==> src/shared/rpe_defines.svh <==
`ifndef RPE_DEFINES_SVH
`define RPE_DEFINES_SVH
`define RPE_OFS_PORT_SEL 8'h4C
`define RPE_OFS_BYPASS 8'hD4
`define RPE_OFS_LIMITS 8'hD5
`define RPE_OFS_RSVD_A 8'hD6
`define RPE_OFS_RSVD_B 8'hD7
`define RPE_OFS_IE_HI 8'hD8
`define RPE_OFS_IE_LO 8'hD9
`define RPE_OFS_PEND_HI 8'hDA
`define RPE_OFS_PEND_LO 8'hDB
`define RPE_OFS_STS1 8'hDC
`define RPE_OFS_STS2 8'hDD
`define RPE_RST_BYPASS 8'h60
`define RPE_RST_LIMITS 8'hF2
`define RPE_RST_ZERO 8'h00
`define RPE_RST_FLOOR_EN 1'b1
`define RPE_MASK_IE_HI 8'h07
`define RPE_MASK_IE_LO 8'h7F
`define RPE_BIT_ADAPT_OFF 0
`define RPE_LSB_MAN_LO 1
`define RPE_LSB_MAN_HI 5
`define RPE_LSB_FLOOR 0
`define RPE_LSB_CEIL 4
`define RPE_HI_MASK_STS1 8'h03
`define RPE_LO_MASK_STS1 8'h07
`define RPE_HI_MASK_STS2 8'h04
`define RPE_LO_MASK_STS2 8'h70
`define RPE_LO_MASK_CAM 8'h08
`endif

==> src/shared/rpe_pkg.sv <==
package rpe_pkg;
  typedef struct packed {
    logic [7:0] bypass;
    logic [7:0] limits;
    logic [7:0] rsvd_a;
    logic [7:0] rsvd_b;
    logic [7:0] ie_hi;
    logic [7:0] ie_lo;
    logic [7:0] pend_hi;
    logic [7:0] pend_lo;
  } rpe_port_t;
  typedef struct packed {
    logic [7:0] bus_addr;
    logic [7:0] bus_wdata;
    logic bus_wr;
    logic bus_rd;
  } rpe_req_t;
  // per-port event pulses: hi 2:0, lo 6:0 in enable-bit order
  typedef struct packed {
    logic [2:0] hi;
    logic [6:0] lo;
  } rpe_evt_t;
  typedef struct packed {
    logic adapt_off;
    logic [5:0] manual_eq;
    logic [3:0] equalizer_ceiling;
    logic [3:0] equalizer_start_floor;
    logic floor_start_enable;
  } rpe_eq_cfg_t;
endpackage

==> src/rpe_regs.sv <==
// Summary of operation
// - per-port copies chosen by port-select register
// - bypass low eq bits from 3:1
// - bypass high eq bits from 7:5
// - adaptation capped by ceiling field 7:4
// - floor field 3:0 starts adaptation
// - floor enable resets to one
// - encoding fault interrupt enable hi bit 2
// - control sequence fault enable hi bit 1
// - control crc fault enable hi bit 0
// - line length change enable lo bit 6
// - line count change enable lo bit 5
// - receive overflow enable lo bit 4
// - camera receiver fault enable lo bit 3
// - parity fault enable lo bit 2
// - port valid change enable lo bit 1
// - lock change enable lo bit 0
// - pending latched until status read clears
`timescale 1ns/1ps
`default_nettype none
`include "rpe_defines.svh"
module rpe_regs #(
  parameter int NUM_PORTS = 2
) (
  input wire logic clk_in,
  input wire logic rst_n_in,
  input wire rpe_pkg::rpe_req_t req_in,
  input wire rpe_pkg::rpe_evt_t [NUM_PORTS-1:0] evt_in,
  input wire logic [NUM_PORTS-1:0] camera_status_read_in,
  input wire logic floor_start_enable_in,
  input wire logic floor_enable_wr_in,
  output logic [7:0] rdata_out,
  output logic rvalid_out,
  output rpe_pkg::rpe_eq_cfg_t [NUM_PORTS-1:0] eq_cfg_out,
  output logic [NUM_PORTS-1:0] port_irq_out,
  output logic irq_out
);
  typedef struct packed {
    logic [7:0] port_sel;
    rpe_pkg::rpe_port_t [NUM_PORTS-1:0] port;
    logic [NUM_PORTS-1:0] floor_en;
    logic [7:0] rdata;
    logic rvalid;
  } rpe_state_t;
  rpe_state_t st_r;
  rpe_state_t st_nxt;
  // ==========================================================
  // next state
  always_comb begin
    logic [7:0] sts;
    logic [7:0] ph;
    logic [7:0] pl;
    st_nxt = st_r;
    sts = 8'h00;
    ph = 8'h00;
    pl = 8'h00;
    st_nxt.rvalid = req_in.bus_rd;
    if (req_in.bus_wr && req_in.bus_addr == `RPE_OFS_PORT_SEL) begin
      st_nxt.port_sel = req_in.bus_wdata;
    end
    for (int p = 0; p < NUM_PORTS; p++) begin
      if (st_r.port_sel[p] && req_in.bus_wr) begin
        case (req_in.bus_addr)
          `RPE_OFS_BYPASS: st_nxt.port[p].bypass = req_in.bus_wdata;
          `RPE_OFS_LIMITS: st_nxt.port[p].limits = req_in.bus_wdata;
          `RPE_OFS_RSVD_A: st_nxt.port[p].rsvd_a = req_in.bus_wdata;
          `RPE_OFS_RSVD_B: st_nxt.port[p].rsvd_b = req_in.bus_wdata;
          `RPE_OFS_IE_HI: st_nxt.port[p].ie_hi = req_in.bus_wdata & `RPE_MASK_IE_HI;
          `RPE_OFS_IE_LO: st_nxt.port[p].ie_lo = req_in.bus_wdata;
          default: st_nxt.port[p].ie_lo = st_nxt.port[p].ie_lo;
        endcase
      end
      if (floor_enable_wr_in && st_r.port_sel[p]) begin
        st_nxt.floor_en[p] = floor_start_enable_in;
      end
      // read of status register clears pending
      if (st_r.port_sel[p] && req_in.bus_rd && req_in.bus_addr == `RPE_OFS_STS1) begin
        ph = ph | `RPE_HI_MASK_STS1;
        pl = pl | `RPE_LO_MASK_STS1;
      end
      if (st_r.port_sel[p] && req_in.bus_rd && req_in.bus_addr == `RPE_OFS_STS2) begin
        ph = ph | `RPE_HI_MASK_STS2;
        pl = pl | `RPE_LO_MASK_STS2;
      end
      if (camera_status_read_in[p]) begin
        pl = pl | `RPE_LO_MASK_CAM;
      end
      st_nxt.port[p].pend_hi = (st_r.port[p].pend_hi & ~ph) | {5'b0_0000, evt_in[p].hi};
      st_nxt.port[p].pend_lo = (st_r.port[p].pend_lo & ~pl) | {1'b0, evt_in[p].lo};
      ph = 8'h00;
      pl = 8'h00;
    end
    // read mux: lowest selected port answers
    if (req_in.bus_rd) begin
      st_nxt.rdata = 8'h00;
      for (int p = NUM_PORTS - 1; p >= 0; p--) begin
        if (st_r.port_sel[p]) begin
          case (req_in.bus_addr)
            `RPE_OFS_BYPASS: sts = st_r.port[p].bypass;
            `RPE_OFS_LIMITS: sts = st_r.port[p].limits;
            `RPE_OFS_RSVD_A: sts = st_r.port[p].rsvd_a;
            `RPE_OFS_RSVD_B: sts = st_r.port[p].rsvd_b;
            `RPE_OFS_IE_HI: sts = st_r.port[p].ie_hi;
            `RPE_OFS_IE_LO: sts = st_r.port[p].ie_lo;
            `RPE_OFS_PEND_HI: sts = st_r.port[p].pend_hi;
            `RPE_OFS_PEND_LO: sts = st_r.port[p].pend_lo;
            default: sts = 8'h00;
          endcase
          st_nxt.rdata = sts;
        end
      end
      if (req_in.bus_addr == `RPE_OFS_PORT_SEL) begin
        st_nxt.rdata = st_r.port_sel;
      end
    end
  end
  // ==========================================================
  // state register
  always_ff @(posedge clk_in or negedge rst_n_in) begin
    if (!rst_n_in) begin
      st_r.port_sel <= `RPE_RST_ZERO;
      st_r.rdata <= `RPE_RST_ZERO;
      st_r.rvalid <= 1'b0;
      st_r.floor_en <= {NUM_PORTS{`RPE_RST_FLOOR_EN}};
      for (int p = 0; p < NUM_PORTS; p++) begin
        st_r.port[p].bypass <= `RPE_RST_BYPASS;
        st_r.port[p].limits <= `RPE_RST_LIMITS;
        st_r.port[p].rsvd_a <= `RPE_RST_ZERO;
        st_r.port[p].rsvd_b <= `RPE_RST_ZERO;
        st_r.port[p].ie_hi <= `RPE_RST_ZERO;
        st_r.port[p].ie_lo <= `RPE_RST_ZERO;
        st_r.port[p].pend_hi <= `RPE_RST_ZERO;
        st_r.port[p].pend_lo <= `RPE_RST_ZERO;
      end
    end else begin
      st_r <= st_nxt;
    end
  end
  // ==========================================================
  // outputs
  genvar g;
  generate
    for (g = 0; g < NUM_PORTS; g++) begin : g_port
      logic [9:0] gated;
      assign eq_cfg_out[g].adapt_off = st_r.port[g].bypass[`RPE_BIT_ADAPT_OFF];
      assign eq_cfg_out[g].manual_eq[2:0] = st_r.port[g].bypass[`RPE_LSB_MAN_LO +: 3];
      assign eq_cfg_out[g].manual_eq[5:3] = st_r.port[g].bypass[`RPE_LSB_MAN_HI +: 3];
      assign eq_cfg_out[g].equalizer_ceiling = st_r.port[g].limits[`RPE_LSB_CEIL +: 4];
      assign eq_cfg_out[g].equalizer_start_floor = st_r.port[g].limits[`RPE_LSB_FLOOR +: 4];
      assign eq_cfg_out[g].floor_start_enable = st_r.floor_en[g];
      assign gated[0] = st_r.port[g].pend_lo[0] & st_r.port[g].ie_lo[0];
      assign gated[1] = st_r.port[g].pend_lo[1] & st_r.port[g].ie_lo[1];
      assign gated[2] = st_r.port[g].pend_lo[2] & st_r.port[g].ie_lo[2];
      assign gated[3] = st_r.port[g].pend_lo[3] & st_r.port[g].ie_lo[3];
      assign gated[4] = st_r.port[g].pend_lo[4] & st_r.port[g].ie_lo[4];
      assign gated[5] = st_r.port[g].pend_lo[5] & st_r.port[g].ie_lo[5];
      assign gated[6] = st_r.port[g].pend_lo[6] & st_r.port[g].ie_lo[6];
      assign gated[7] = st_r.port[g].pend_hi[0] & st_r.port[g].ie_hi[0];
      assign gated[8] = st_r.port[g].pend_hi[1] & st_r.port[g].ie_hi[1];
      assign gated[9] = st_r.port[g].pend_hi[2] & st_r.port[g].ie_hi[2];
      assign port_irq_out[g] = |gated;
    end
  endgenerate
  assign irq_out = |port_irq_out;
  assign rdata_out = st_r.rdata;
  assign rvalid_out = st_r.rvalid;
endmodule
`default_nettype wire
==> config.mk <==
export PLATFORM = sky130hd
export DESIGN_NAME = rpe_regs
export DESIGN_NICKNAME = d
export VERILOG_FILES = /design/src/shared/rpe_pkg.sv /design/src/rpe_regs.sv
export VERILOG_INCLUDE_DIRS = /design/src /design/src/shared
export SDC_FILE = /design/constraint.sdc
export NUM_CORES = 1
export LEC_CHECK = 0
export ABC_AREA = 1
export BUFFER_PORTS_ARGS = -buffer_cell sky130_fd_sc_hd__buf_2
export CAP_MARGIN = 30
export CORE_UTILIZATION = 50
export CTS_CLUSTER_DIAMETER = 150
export CTS_CLUSTER_SIZE = 10
export DETAILED_ROUTE_END_ITERATION = 8
export MAX_ROUTING_LAYER = met4
export PLACE_DENSITY_LB_ADDON = 0.15
export REMOVE_ABC_BUFFERS = 1
export SLEW_MARGIN = 10
export SYNTH_ARGS = -nofsm -noshare
export SYNTH_HDL_FRONTEND = slang
export SYNTH_SLANG_ARGS = --single-unit
==> constraint.sdc <==
create_clock -name clk_in -period 3.82 [get_ports clk_in]
set_input_delay 1.146 -clock clk_in [delete_from_list [all_inputs] [get_ports clk_in]]
set_output_delay 1.146 -clock clk_in [all_outputs]
set_load 0.02 [all_outputs]
==> flow_summary.ini <==
[critical_path]
critPathBufInv = 1
max_stage_delay_ns = 0.44
arrival_ns = 1.83
cp_cell_sequence = a22o_1, nor4b_1, nand4_1, buf_2
cp_top_family = simple AND/OR/NAND/NOR gates
startpoint_type = flop
path_class = flop to output port
worstPathRequired_ns = 2.67
endpoint_kind = output port
worst_path_max_delay_cell = nor4b_1
crit_fanout = 3

[yosys]
synthMuxAreaShare = 0
synth-xor-area-share = 0
yosysWarnings = 0
synth_simple_gate_area_frac = 0.255
syn_area_sq_um = 6330
syn_avg_cell_area_sq_um = 7.85
yosys.cell_types.count = 28
synthAdderAreaFrac = 0
synth-seq-cells = 125
yosysTopAreaCell = dfrtp_1
ys_seq_area_frac = 0.498
synth_top_area_share = 0.431
netlist_top_cells_area = dfrtp_1 (43%), nand2_1 (14%), o21ai_0 (7.8%)
synth-compound-area-share = 0.125
synth_top_family_by_area = simple AND/OR/NAND/NOR gates
syn_inst = 806

[power]
ir_worst_vdd_mv = 0.337
p_leak_uw = 0.00380
power_density_nw_per_um2 = 429

[sta]
worst-slew-pin-transition_ns = 0.819
slew_headroom = 0.452
fin_setup_tns_ns = 0
post-route-period-util = 0.780
finalClockSkew_ns = 0.00587
report.final.slew_viol_count = 0
hold_violations = 0
finalSetupViolations = 0
clock.fmax_mhz = 336
grt_setup_unrepaired = no
period_needed_ns = 2.98

[cts]
cts_sinks = 125
post_cts_resized = 0
numCtsBuffers = 17
hold_buffers = 0
clock_latency_ns = 0.42
post_cts_buffers = 0
path_clk_slew_ns = 0.05
cts_max_path_buffers = 2
root_buffer = clkbuf_16
htree_levels = 4
cts_tree = done

[placement]
gp_congestion = 0.897
io_buffers = 87
place_hpwl_um = 11900
place_inst = 991

[global_route]
antenna_found_initial = 0
grt_pass1_vias = 5149
grt_overflow_total = 0
grt_util_all_layers = 0.299
grt_start_max_net_pins = 52
grt_first_pass_wirelength_um = 27900

[routing]
ant_nets = 0
finalWirelength_um = 17700
vias = 5495
first_pass_iters = 6
wire_per_inst_um = 17.3
drtIter0Drc = 489
routed_via_density = 5.37
drc = 0

[min_path]
worstHoldPathType = flop to flop

[floorplan]
rows = 40
ios = 88
dieWidth_um = 114
die_h_um = 114
dieArea_sq_um = 13100
start_util = 0.520
design.core.area_sq_um = 12200

[layout]
layout_common_cells = nand2_1 (244), dfrtp_1 (109), o21ai_0 (99)
areaGrowthSynthToFinish_pct = 12.6
nNetsFinal = 886
antennaDiodeCount = 0
layout_commonest_cell = nand2_1
finalNonFillerCells = 1023
nFillCells = 1149
drive_gt1_frac = 0.189
fin_util = 0.586

[status]
status = finished clean

[job]
cap_violations = 0
cells by family after synthesis:
| family | Yosys count |
|---|---|
| and+or+nand+nor | 382 |
| buffers and inverters | 158 |
| AOI/OAI and AO/OA | 141 |
| DFF | 125 |
metal layers:
layer,vias to the layer above,part of all wire,global-route usage
met2,237,0.46,0.442
met4,0,0.020,0.106
li1,2612,-,-
met3,32,0.075,0.0699
met5,-,0,-
met1,2614,0.45,0.403
power by group:
group          internal (uW)  switching, uW  leakage (uW)
registers               1350           15.6       0.00158
logic                   55.1            128       0.00195
clock network            926            576      0.000276
total                   2330            720       0.00380
path summary, 6_finish.rpt:
path / cells past startpoint / endpoint / start / slack, ns
setup reg to reg: 5 / st_r[57] / st_r[139] / 1.98
setup / recovery: 4 / irq_out / st_r[101] / 0.84
min in group asynchronous: 1 / st_r[81] / rst_n_in / 0.74
max in group asynchronous: 2 / eq_cfg_out[28] / rst_n_in / 2.20
hold reg to reg: 2 / st_r[44] / st_r[44] / 0.49
hold / removal: 2 / st_r[44] / st_r[44] / 0.49
cells in the mapped netlist, drive strengths merged:
master     n
nand4      1
inv       83
or3        1
a22o       6
o2111ai    1
buf       55
o21bai    20
o21ai    109
or2        6
dfstp     16
nor3       2
dfrtp    109
clkbuf    20
a31oi      2
a21oi      2
nand3     81
nor4b      1
nor4       1
nor2      41
a221oi     1
nand2    248
cell type report:
| class | count | area (sq um) | area share |
|---|---|---|---|
| inverter | 83 | 312 | 0.0437 |
| timing repair buffer | 92 | 500 | 0.0703 |
| clock buffer | 26 | 519 | 0.0729 |
| sequential | 125 | 3150 | 0.442 |
| tap | 168 | 210 | 0.0295 |
| clock inverter | 6 | 32.5 | 0.00457 |
| multi-input combinational | 523 | 2400 | 0.337 |
worst min-delay path, stage by stage (launching register included):
cell     delay (ns)
dfrtp_1        0.34
nand2_1        0.05
o21ai_0        0.06
registers in the layout, indices dropped and copies added (netlist names):
register    count
rdata_out       8
eq_cfg_out     32
st_r           84
rvalid_out      1
through the flow:
stage	worst slack [ns]	area (sq um)	power, uW	hold slack [ns]
6_report	0.840	7120	3050	0.486
5_1_grt	0.795	7120	3150	0.492
4_1_cts	0.855	7120	3070	0.487
3_5_place_dp	0.767	6570	1570	0.473
3_3_place_gp	0.804	6570	1570	0.467
2_1_floorplan	0.798	5860	1470	0.453
Note: power is estimated with default switching activity, not from simulation.
